[src/hw/scm_pkg.sv]
// Constants for the system configuration clock and miscellaneous register bank
package scm_pkg;

  // Register byte addresses
  localparam logic [31:0] SCM_ADR_FRAC_DEN = 32'h4004_80D0;
  localparam logic [31:0] SCM_ADR_FRAC_NUM = 32'h4004_80D4;
  localparam logic [31:0] SCM_ADR_FRAC_SRC = 32'h4004_80D8;
  localparam logic [31:0] SCM_ADR_CO_SEL = 32'h4004_80F0;
  localparam logic [31:0] SCM_ADR_CO_DIV = 32'h4004_80F4;
  localparam logic [31:0] SCM_ADR_PIN_CAP = 32'h4004_8100;
  localparam logic [31:0] SCM_ADR_BOD = 32'h4004_8150;
  localparam logic [31:0] SCM_ADR_TICK_CAL = 32'h4004_8154;
  localparam logic [31:0] SCM_ADR_LATENCY = 32'h4004_8170;
  localparam logic [31:0] SCM_ADR_NMI = 32'h4004_8174;
  localparam logic [31:0] SCM_ADR_IRQ_STAT = 32'h4004_81F0;
  localparam logic [31:0] SCM_ADR_IRQ_MASK = 32'h4004_81F4;

  // Field widths and positions
  localparam int SCM_NUM_W = 8;
  localparam int SCM_DEN_W = 8;
  localparam int SCM_FSRC_W = 2;
  localparam int SCM_CSEL_W = 3;
  localparam int SCM_CDIV_W = 8;
  localparam int SCM_CAL_W = 26;
  localparam int SCM_LAT_W = 8;
  localparam int SCM_NMI_NUM_W = 5;
  localparam int SCM_NMI_EN_BIT = 31;
  localparam int SCM_BOD_RLEV_LSB = 0;
  localparam int SCM_BOD_ILEV_LSB = 2;
  localparam int SCM_BOD_REN_BIT = 4;
  localparam int SCM_ST_W = 2;
  localparam int SCM_ST_BOD_INT = 0;
  localparam int SCM_ST_BOD_RST = 1;

  // Reset values
  localparam logic [7:0] SCM_RST_NUM = 8'h00;
  localparam logic [7:0] SCM_RST_DEN = 8'h00;
  localparam logic [1:0] SCM_RST_FSRC = 2'h0;
  localparam logic [2:0] SCM_RST_CSEL = 3'h0;
  localparam logic [7:0] SCM_RST_CDIV = 8'h00;
  localparam logic [1:0] SCM_RST_BOD_LEV = 2'h0;
  localparam logic SCM_RST_BOD_REN = 1'b1;
  localparam logic [25:0] SCM_RST_CAL = 26'h000_0000;
  localparam logic [7:0] SCM_RST_LAT = 8'h10;

  // Source codes
  localparam logic [1:0] SCM_FSRC_FRO = 2'h0;
  localparam logic [1:0] SCM_FSRC_MAIN = 2'h1;
  localparam logic [1:0] SCM_FSRC_NONE = 2'h3;
  localparam logic [2:0] SCM_CSEL_FRO = 3'h0;
  localparam logic [2:0] SCM_CSEL_MAIN = 3'h1;
  localparam logic [2:0] SCM_CSEL_EXT = 3'h3;
  localparam logic [2:0] SCM_CSEL_LPOSC = 3'h4;
  localparam logic [2:0] SCM_CSEL_NONE = 3'h7;

  // Fractional generator
  localparam logic [7:0] SCM_DEN_SUPPORTED = 8'hFF;
  localparam logic [8:0] SCM_FRAC_WRAP = 9'h100;

endpackage

[src/hw/scm_clock_output_pin_div.sv]
// Integer divider of source ticks for the clock output pin
`timescale 1ns/1ns
`default_nettype none
module scm_clock_output_pin_div
  import scm_pkg::*;
(
  // Clock and reset
  input wire logic clk_i,
  input wire logic rst_i,
  input wire logic ce_i,
  // Source and setting
  input wire logic src_tick_i,
  input wire logic [SCM_CDIV_W-1:0] div_i,
  // Divided output
  output logic tick_o
);

  typedef struct packed {
    logic [SCM_CDIV_W-1:0] cnt;
    logic tick;
  } scm_div_state_t;

  scm_div_state_t st;
  scm_div_state_t next_st;

  always_comb begin
    next_st = st;
    if (ce_i) begin
      next_st.tick = 1'b0;
      if (div_i == '0) begin
        next_st.cnt = '0;
      end else if (src_tick_i) begin
        if (st.cnt + 8'h01 >= div_i) begin
          next_st.cnt = '0;
          next_st.tick = 1'b1;
        end else begin
          next_st.cnt = st.cnt + 8'h01;
        end
      end
    end
    if (rst_i) begin
      next_st = '0;
    end
  end

  always_ff @(posedge clk_i) begin
    st <= next_st;
  end

  assign tick_o = st.tick;

endmodule
`default_nettype wire

[src/hw/scm_regs.sv]
// Clock, brown-out, calibration, latency and non-maskable source register bank
// Summary of operation
// - numerator register keeps 8 bits; divider uses the written value unchanged.
// - generator source 2-bit: oscillator, main clock, reserved, none; resets to oscillator.
// - clock output source 3-bit: oscillator, main, external, low power, none; resets zero.
// - output divider 8-bit; zero stops the output, N divides the source by N.
// - pin levels at power-on reset kept in a 32-bit read-only register.
// - brown-out interrupt level codes 1..3; falling below it raises an interrupt.
// - brown-out reset level 2-bit field, only code 0 defined, resets zero; codes 1..3 still pick comparators 1..3.
// - bit 4 enables the brown-out reset, resets set; both events wake the chip.
// - 26-bit tick calibration value, resets zero, drives the tick timer calibration.
// - 8-bit interrupt latency floor, cycles 0..255, resets to 0x10.
// - software picks one peripheral interrupt line forwarded as non-maskable.
// - non-maskable number is 5 bits; acts only while bit 31 is set.
// - generator output is source over one plus numerator/denominator; denominator 0xFF.
//
// Our own choice: the Wishbone interface to the registers.
`timescale 1ns/1ns
`default_nettype none
module scm_regs
  import scm_pkg::*;
(
  // Clock, reset, enable
  input wire logic clk_i,
  input wire logic rst_i,
  input wire logic ce_i,
  // Wishbone slave
  input wire logic cyc_i,
  input wire logic stb_i,
  input wire logic we_i,
  input wire logic [31:0] adr_i,
  input wire logic [3:0] sel_i,
  input wire logic [31:0] dat_i,
  output logic [31:0] dat_o,
  output logic ack_o,
  // Clock source ticks
  input wire logic fro_tick_i,
  input wire logic main_tick_i,
  input wire logic ext_tick_i,
  input wire logic lposc_tick_i,
  // Port pins, supply comparators, peripheral interrupts
  input wire logic [31:0] pins_i,
  input wire logic [3:0] bod_below_i,
  input wire logic [31:0] irq_lines_i,
  // Generated clocks
  output logic frac_tick_o,
  output logic clock_output_pin_tick_o,
  // Brown-out and interrupt outputs
  output logic bod_irq_o,
  output logic bod_reset_o,
  output logic wake_o,
  output logic nmi_o,
  output logic irq_o,
  // Static settings for the core
  output logic [SCM_CAL_W-1:0] tick_calibration_o,
  output logic [SCM_LAT_W-1:0] latency_floor_o
);

  typedef struct packed {
    logic ack;
    logic [31:0] rdat;
    logic [SCM_NUM_W-1:0] numerator_value;
    logic [SCM_DEN_W-1:0] fractional_gen_denominator;
    logic [SCM_FSRC_W-1:0] frac_src;
    logic [SCM_CSEL_W-1:0] clock_output_pin_src;
    logic [SCM_CDIV_W-1:0] clock_output_pin_div;
    logic [31:0] captured_pin_levels;
    logic [1:0] brownout_reset_level;
    logic [1:0] brownout_interrupt_level;
    logic brownout_reset_enable;
    logic [SCM_CAL_W-1:0] tick_cal;
    logic [SCM_LAT_W-1:0] latency;
    logic [SCM_NMI_NUM_W-1:0] nonmaskable_source_number;
    logic nonmaskable_source_enable;
    logic [SCM_ST_W-1:0] status;
    logic [SCM_ST_W-1:0] mask;
    logic [8:0] acc;
    logic frac_tick;
    logic bod_irq;
    logic bod_rst;
    logic wake;
    logic nmi;
    logic irq;
  } scm_state_t;

  scm_state_t st;
  scm_state_t next_st;
  logic clock_output_pin_src_tick;

  // Byte-lane merge of write data over the current register value
  function automatic logic [31:0] lane_merge(input logic [31:0] old_v,
                                             input logic [31:0] new_v,
                                             input logic [3:0] sel);
    logic [31:0] res;
    res = old_v;
    for (int b = 0; b < 4; b++) begin
      if (sel[b]) begin
        res[8*b +: 8] = new_v[8*b +: 8];
      end
    end
    return res;
  endfunction

  // Register read view; unused bits stay zero
  function automatic logic [31:0] reg_view(input logic [31:0] adr,
                                           input scm_state_t s);
    logic [31:0] v;
    v = 32'h0000_0000;
    unique case (adr)
      SCM_ADR_FRAC_DEN: v[SCM_DEN_W-1:0] = s.fractional_gen_denominator;
      SCM_ADR_FRAC_NUM: v[SCM_NUM_W-1:0] = s.numerator_value;
      SCM_ADR_FRAC_SRC: v[SCM_FSRC_W-1:0] = s.frac_src;
      SCM_ADR_CO_SEL: v[SCM_CSEL_W-1:0] = s.clock_output_pin_src;
      SCM_ADR_CO_DIV: v[SCM_CDIV_W-1:0] = s.clock_output_pin_div;
      SCM_ADR_PIN_CAP: v = s.captured_pin_levels;
      SCM_ADR_BOD: begin
        v[SCM_BOD_RLEV_LSB +: 2] = s.brownout_reset_level;
        v[SCM_BOD_ILEV_LSB +: 2] = s.brownout_interrupt_level;
        v[SCM_BOD_REN_BIT] = s.brownout_reset_enable;
      end
      SCM_ADR_TICK_CAL: v[SCM_CAL_W-1:0] = s.tick_cal;
      SCM_ADR_LATENCY: v[SCM_LAT_W-1:0] = s.latency;
      SCM_ADR_NMI: begin
        v[SCM_NMI_NUM_W-1:0] = s.nonmaskable_source_number;
        v[SCM_NMI_EN_BIT] = s.nonmaskable_source_enable;
      end
      SCM_ADR_IRQ_STAT: v[SCM_ST_W-1:0] = s.status;
      SCM_ADR_IRQ_MASK: v[SCM_ST_W-1:0] = s.mask;
      default: v = 32'h0000_0000;
    endcase
    return v;
  endfunction

  // Source picker for the fractional generator
  function automatic logic frac_pick(input logic [SCM_FSRC_W-1:0] sel,
                                     input logic free_running_osc,
                                     input logic mainc);
    logic t;
    t = 1'b0;
    unique case (sel)
      SCM_FSRC_FRO: t = free_running_osc;
      SCM_FSRC_MAIN: t = mainc;
      default: t = 1'b0;
    endcase
    return t;
  endfunction

  // Source picker for the clock output; reserved codes give no clock
  function automatic logic clock_output_pin_pick(input logic [SCM_CSEL_W-1:0] sel,
                                       input logic free_running_osc,
                                       input logic mainc,
                                       input logic ext,
                                       input logic lposc);
    logic t;
    t = 1'b0;
    unique case (sel)
      SCM_CSEL_FRO: t = free_running_osc;
      SCM_CSEL_MAIN: t = mainc;
      SCM_CSEL_EXT: t = ext;
      SCM_CSEL_LPOSC: t = lposc;
      default: t = 1'b0;
    endcase
    return t;
  endfunction

  // Comparator output for one brown-out level code
  function automatic logic supply_below(input logic [3:0] below,
                                        input logic [1:0] code);
    logic hit;
    hit = 1'b0;
    for (int i = 0; i < 4; i++) begin
      if (code == 2'(i)) begin
        hit = below[i];
      end
    end
    return hit;
  endfunction

  // Request taken on an idle bus; its write lands one edge later, while ack stands,
  // so a master that samples ack at an edge sees the write take effect at that edge
  logic bus_take;
  logic bus_write;
  logic [SCM_ST_W-1:0] status_clr;
  assign bus_take = cyc_i && stb_i && !st.ack;
  assign bus_write = cyc_i && stb_i && st.ack && we_i;

  // Write-one-to-clear strobe per status bit, only from a written byte lane
  for (genvar i = 0; i < SCM_ST_W; i++) begin : g_status_clr
    assign status_clr[i] = dat_i[i] && sel_i[i / 8];
  end

  always_comb begin
    logic [31:0] wdat;
    logic frac_src_tick;
    logic below_int;
    logic below_rst;
    logic [SCM_ST_W-1:0] events;
    wdat = lane_merge(reg_view(adr_i, st), dat_i, sel_i);
    frac_src_tick = frac_pick(st.frac_src, fro_tick_i, main_tick_i);
    below_int = 1'b0;
    below_rst = 1'b0;
    events = '0;
    next_st = st;
    // A low enable freezes everything, the bus answer included
    if (ce_i) begin
      next_st.ack = 1'b0;
      next_st.frac_tick = 1'b0;
      if (bus_take) begin
        next_st.ack = 1'b1;
        next_st.rdat = reg_view(adr_i, st);
      end
      // The write lands on the edge at which the master samples ack high
      if (bus_write) begin
        unique case (adr_i)
          SCM_ADR_FRAC_DEN: begin
            // Any value is kept; only the supported one lets the generator run
            next_st.fractional_gen_denominator = wdat[SCM_DEN_W-1:0];
          end
          SCM_ADR_FRAC_NUM: begin
            next_st.numerator_value = wdat[SCM_NUM_W-1:0];
          end
          SCM_ADR_FRAC_SRC: begin
            next_st.frac_src = wdat[SCM_FSRC_W-1:0];
          end
          SCM_ADR_CO_SEL: begin
            next_st.clock_output_pin_src = wdat[SCM_CSEL_W-1:0];
          end
          SCM_ADR_CO_DIV: begin
            next_st.clock_output_pin_div = wdat[SCM_CDIV_W-1:0];
          end
          SCM_ADR_PIN_CAP: begin
            // Read-only: the capture only changes at power-on reset
            next_st.captured_pin_levels = st.captured_pin_levels;
          end
          SCM_ADR_BOD: begin
            // The reserved interrupt code is kept as written; it never fires
            next_st.brownout_reset_level = wdat[SCM_BOD_RLEV_LSB +: 2];
            next_st.brownout_interrupt_level = wdat[SCM_BOD_ILEV_LSB +: 2];
            next_st.brownout_reset_enable = wdat[SCM_BOD_REN_BIT];
          end
          SCM_ADR_TICK_CAL: begin
            next_st.tick_cal = wdat[SCM_CAL_W-1:0];
          end
          SCM_ADR_LATENCY: begin
            next_st.latency = wdat[SCM_LAT_W-1:0];
          end
          SCM_ADR_NMI: begin
            // Software is expected to disable before changing the number
            next_st.nonmaskable_source_number = wdat[SCM_NMI_NUM_W-1:0];
            next_st.nonmaskable_source_enable = wdat[SCM_NMI_EN_BIT];
          end
          SCM_ADR_IRQ_STAT: begin
            // A lane left out of the write must not clear its bits
            next_st.status = st.status & ~status_clr;
          end
          SCM_ADR_IRQ_MASK: begin
            next_st.mask = wdat[SCM_ST_W-1:0];
          end
          default: begin
            next_st.status = next_st.status;
          end
        endcase
      end

      // Fractional generator: swallow source ticks so that, per 256+N source
      // ticks, 256 pass. An unsupported denominator stops the generator.
      if (st.fractional_gen_denominator != SCM_DEN_SUPPORTED) begin
        next_st.acc = '0;
      end else if (frac_src_tick) begin
        if (st.acc[8]) begin
          next_st.acc = st.acc - SCM_FRAC_WRAP;
        end else begin
          next_st.acc = st.acc + {1'b0, st.numerator_value};
          next_st.frac_tick = 1'b1;
        end
      end

      // Brown-out: code 0 of the interrupt level is reserved and never fires
      if (st.brownout_interrupt_level != 2'h0) begin
        below_int = supply_below(bod_below_i, st.brownout_interrupt_level);
      end
      below_rst = st.brownout_reset_enable
                  && supply_below(bod_below_i, st.brownout_reset_level);
      next_st.bod_irq = below_int;
      next_st.bod_rst = below_rst;
      next_st.wake = below_int || below_rst;
      events[SCM_ST_BOD_INT] = below_int && !st.bod_irq;
      events[SCM_ST_BOD_RST] = below_rst && !st.bod_rst;
      // A new event wins over a clear in the same cycle
      next_st.status = next_st.status | events;
      next_st.irq = |(next_st.status & next_st.mask);

      next_st.nmi = st.nonmaskable_source_enable
                    && irq_lines_i[st.nonmaskable_source_number];
    end

    // Power-on reset: pin levels are caught on every reset edge
    if (rst_i) begin
      next_st = '0;
      next_st.captured_pin_levels = pins_i;
      next_st.numerator_value = SCM_RST_NUM;
      next_st.fractional_gen_denominator = SCM_RST_DEN;
      next_st.frac_src = SCM_RST_FSRC;
      next_st.clock_output_pin_src = SCM_RST_CSEL;
      next_st.clock_output_pin_div = SCM_RST_CDIV;
      next_st.brownout_reset_level = SCM_RST_BOD_LEV;
      next_st.brownout_interrupt_level = SCM_RST_BOD_LEV;
      next_st.brownout_reset_enable = SCM_RST_BOD_REN;
      next_st.tick_cal = SCM_RST_CAL;
      next_st.latency = SCM_RST_LAT;
      // Sticky events and their mask start clear, so no interrupt follows reset
      next_st.status = '0;
      next_st.mask = '0;
    end
  end

  // The only register stage besides the divider's; enable and reset both act through next_st
  always_ff @(posedge clk_i) begin
    st <= next_st;
  end

  // The picked tick feeds the divider, which registers its own output pulse
  assign clock_output_pin_src_tick = clock_output_pin_pick(st.clock_output_pin_src, fro_tick_i, main_tick_i,
                                       ext_tick_i, lposc_tick_i);

  scm_clock_output_pin_div u_div (
    .clk_i(clk_i),
    .rst_i(rst_i),
    .ce_i(ce_i),
    .src_tick_i(clock_output_pin_src_tick),
    .div_i(st.clock_output_pin_div),
    .tick_o(clock_output_pin_tick_o)
  );

  // Every output below is a field of the registered state
  assign dat_o = st.rdat;
  assign ack_o = st.ack;
  assign frac_tick_o = st.frac_tick;
  assign bod_irq_o = st.bod_irq;
  assign bod_reset_o = st.bod_rst;
  assign wake_o = st.wake;
  assign nmi_o = st.nmi;
  assign irq_o = st.irq;
  assign tick_calibration_o = st.tick_cal;
  assign latency_floor_o = st.latency;

endmodule
`default_nettype wire

[config.mk]
export PLATFORM = sky130hd
export DESIGN_NAME = scm_regs
export DESIGN_NICKNAME = d
export VERILOG_FILES = /design/src/hw/scm_pkg.sv /design/src/hw/scm_clock_output_pin_div.sv /design/src/hw/scm_regs.sv
export SDC_FILE = /design/constraint.sdc
export NUM_CORES = 1
export LEC_CHECK = 0
export BUFFER_PORTS_ARGS = -buffer_cell sky130_fd_sc_hd__buf_2
export CORE_MARGIN = 2
export CORE_UTILIZATION = 56
export CTS_BUF_LIST = sky130_fd_sc_hd__clkbuf_4
export CTS_CLUSTER_SIZE = 12
export DETAILED_ROUTE_END_ITERATION = 8
export PLACE_DENSITY = 0.89
export RECOVER_POWER = 50
export SLEW_MARGIN = 15
export SYNTH_ARGS = -nofsm -noshare
export SYNTH_HDL_FRONTEND = slang
export SYNTH_SLANG_ARGS = --single-unit
[constraint.sdc]
create_clock -name clk_i -period 4.5 [get_ports clk_i]
set_input_delay 0.45 -clock clk_i [delete_from_list [all_inputs] [get_ports clk_i]]
set_output_delay 0.45 -clock clk_i [all_outputs]
set_load 0.05 [all_outputs]
==> metrics.csv <==
metric,value,unit
setup_viol,0,
drc,0,
clkLatencyLatePin,0.62,ns
vdd_ir_drop_max,0.203,mV
static-leakage-power,3.59,nW
critical_path_required,5.07,ns
p_int,1.95,mW
start_kind,flip-flop,
grt_max_degree,90,
layout_cells_sized_above_1,0.192,
finalHoldWorstSlack,0.0969,ns
clockRootBuffer,sky130_fd_sc_hd__clkbuf_4,
first_global_vias,8025,
post_syn_nets,1192,
share_of_the_synthesized_area_in_compound_gates_ao_oa_aoi_oai,0.192,
core-area,15900,um^2
path_max_fanout,5,
num_vias,8654,
post_synth_xor_area_fraction,0.00958,
power.share.combinational,0.105,
globalplace.congestion,1.04,
cts-buffers-inserted,17,
route.detailed.wl_per_inst,20.3,um
cp.arrival,3.85,ns
dieWidth,132,um
postSynthAreaPerCell,8.89,um^2
min-delay-path-class,in -> reg,
cts_resized,0,
drtIter0Drc,1253,
synthMuxAreaShare,0.0474,
dieArea,17400,um^2
finalWirelength,28000,um
skew,0.0227,ns
maxClockFrequency,305,MHz
cts_sinks,167,
post_synth_and_or_nand_nor_area_fraction,0.233,
post_cts_hold_buffer_count,0,
chipHeight,132,um
share_of_async_settable_or_async_resettable_flops_after_synthesis,0,
starting_density_of_the_core,0.573,
seq_area_frac_synth,0.401,
run_status,"finished, violations left",
share_seq_of_total_power,0.574,
numPortBuffers,214,
cts_max_path_buffers,2,
maxSlewHeadroom,-0.483,
grt_busiest_layer,met2,
synth-seq-cells,167,
synth_top_family_by_area,simple AND/OR/NAND/NOR gates,
power_density,273,nW/um^2
worst_pin_slew,2.22,ns
max_cap_check_violation_count,2,
timing_max_transition_violations_final,101,
gr-usage-met2,0.477,
fin_nets,1312,
cts_setup_buffers,0,
period_share,0.729,
post_synth_fa_ha_maj_area_fraction,0.0255,
grt.met3_usage,0.0765,
first_pass_iters,7,
worstSetupPathType,reg -> reg,
antenna_found_initial,1,
htreeDepth,4,
yosys_warnings,0,
synth-edff-count,32,
pin_count,220,
min_period,3.28,ns
synthToLayoutAreaGrowth,10.1,%
cts_tree,built,
layout.cells.most_common_list,"147 x sky130_fd_sc_hd__buf_2, 135 x sky130_fd_sc_hd__dfxtp_1, 97 x sky130_fd_sc_hd__nor2_1",
drt.antenna.violating_nets,0,
yosysUniqueCellTypes,69,
layout_commonest_cell,sky130_fd_sc_hd__buf_2,
placement_rows,46,
endpoint_kind,flip-flop,
clkSlewWorstSetupHoldPaths,0.15,ns
synthCells,1028,
netSwitchingFraction,0.290,
groute.layer.met1.usage,0.430,
power_frac_clock,0.322,
synth.cell_area,9140,um^2
vias_per_cell,6.28,
grt_first_pass_wirelength,43000,um
post-dp-hpwl,20600,um
timing.setup.tns,0,ns
p_switching,798,uW
rsz0062_at_grt,no,
overflow,0,
synthFlopType,sky130_fd_sc_hd__dfxtp_1,
timing.final.hold_violations,0,
groute.usage.overall,0.312,
violations,"capacitance limit, slew limit",
## flip-flops by register name (all words and copies together), names as in the netlist
signal,cells
st,85
dat_o,32
tick_calibration_o,26
latency_floor_o,8
u_div.st,8
ack_o,1
bod_irq_o,1
bod_reset_o,1
frac_tick_o,1
irq_o,1
nmi_o,1
u_div.tick_o,1
wake_o,1
## metrics by stage
step,cell area (um^2),utilization,setup WS [ns],instances,power (mW)
4_1_cts,10200,0.637,1.24,1377,2.75
6_report,10100,0.632,1.22,1378,2.75
5_1_grt,10100,0.632,0.948,1378,2.83
2_1_floorplan,9140,-,1.31,1028,1.79
3_3_place_gp,9890,0.620,1.14,1345,1.89
3_5_place_dp,9890,0.620,1.12,1345,1.89
## synth_stat cells, types with 25 or more instances
cell | count | share of area
sky130_fd_sc_hd__buf_4 | 66 | 0.054
sky130_fd_sc_hd__dfxtp_1 | 135 | 0.30
sky130_fd_sc_hd__nand2b_1 | 25 | 0.017
sky130_fd_sc_hd__nand3b_1 | 46 | 0.038
sky130_fd_sc_hd__edfxtp_1 | 32 | 0.11
sky130_fd_sc_hd__inv_1 | 30 | 0.012
sky130_fd_sc_hd__nand3_1 | 34 | 0.019
sky130_fd_sc_hd__a21oi_1 | 48 | 0.026
sky130_fd_sc_hd__o21ai_0 | 38 | 0.021
sky130_fd_sc_hd__nand2_1 | 55 | 0.023
sky130_fd_sc_hd__clkbuf_1 | 58 | 0.024
sky130_fd_sc_hd__a22oi_1 | 26 | 0.021
sky130_fd_sc_hd__and2_1 | 36 | 0.025
sky130_fd_sc_hd__a211oi_1 | 36 | 0.030
sky130_fd_sc_hd__nor2_1 | 97 | 0.040
## power groups by stage
stage | Clock, mW | Sequential (mW) | Combinational (mW)
after detailed placement | 0 | 1.61 | 0.285
after CTS | 0.890 | 1.58 | 0.286
after floorplan | 0 | 1.61 | 0.176
after global placement | 0 | 1.61 | 0.281
final | 0.885 | 1.58 | 0.288
after global routing | 0.945 | 1.58 | 0.306
## routing by layer
metal	up-vias	routed length, um
li1	3982	-
met1	3993	11400
met2	603	12400
met3	76	3390
met4	0	863
met5	-	0
## area by class of cell
type                       instances  area [um^2]
timing repair buffer             228         1080
inverter                          31          116
clock inverter                    15          144
fill                            1394         5870
clock buffer                      17          128
sequential                       167         3660
multi-input combinational        703         4660
tap                              216          270
antenna                            1         2.50
## worst paths after layout
kind / start / end / slack, ns / cells after the start
max: u_div.st[1] / u_div.st[1] / 1.22 / 11
min: pins_i[10] / st[74] / 0.1 / 2
max reg2reg: u_div.st[1] / u_div.st[1] / 1.22 / 11
min reg2reg: dat_o[2] / dat_o[2] / 0.47 / 2
## cell families (layout without fill, tap and decap cells)
group / after synthesis / in the layout
compound gates: 264 / 264
xor+xnor: 10 / 10
fa+ha+maj: 18 / 18
buf+inv: 158 / 291
flops: 167 / 167
mux: 29 / 29
other cells: 0 / 1
simple gates: 382 / 382
## critical path: stages, from the launching register on
cell                        delay (ns)
sky130_fd_sc_hd__dfxtp_1          0.48
sky130_fd_sc_hd__and3_1           0.20
sky130_fd_sc_hd__nand3_1          0.11
sky130_fd_sc_hd__and2_1           0.19
sky130_fd_sc_hd__or2_2            0.31
sky130_fd_sc_hd__ha_1             0.30
sky130_fd_sc_hd__a2111oi_0        0.51
sky130_fd_sc_hd__nor2b_1          0.18
sky130_fd_sc_hd__o21ai_0          0.15
sky130_fd_sc_hd__a21boi_0         0.52
sky130_fd_sc_hd__mux2i_1          0.18
sky130_fd_sc_hd__nor2_1           0.12
Note: power is estimated with default switching activity, not from simulation.
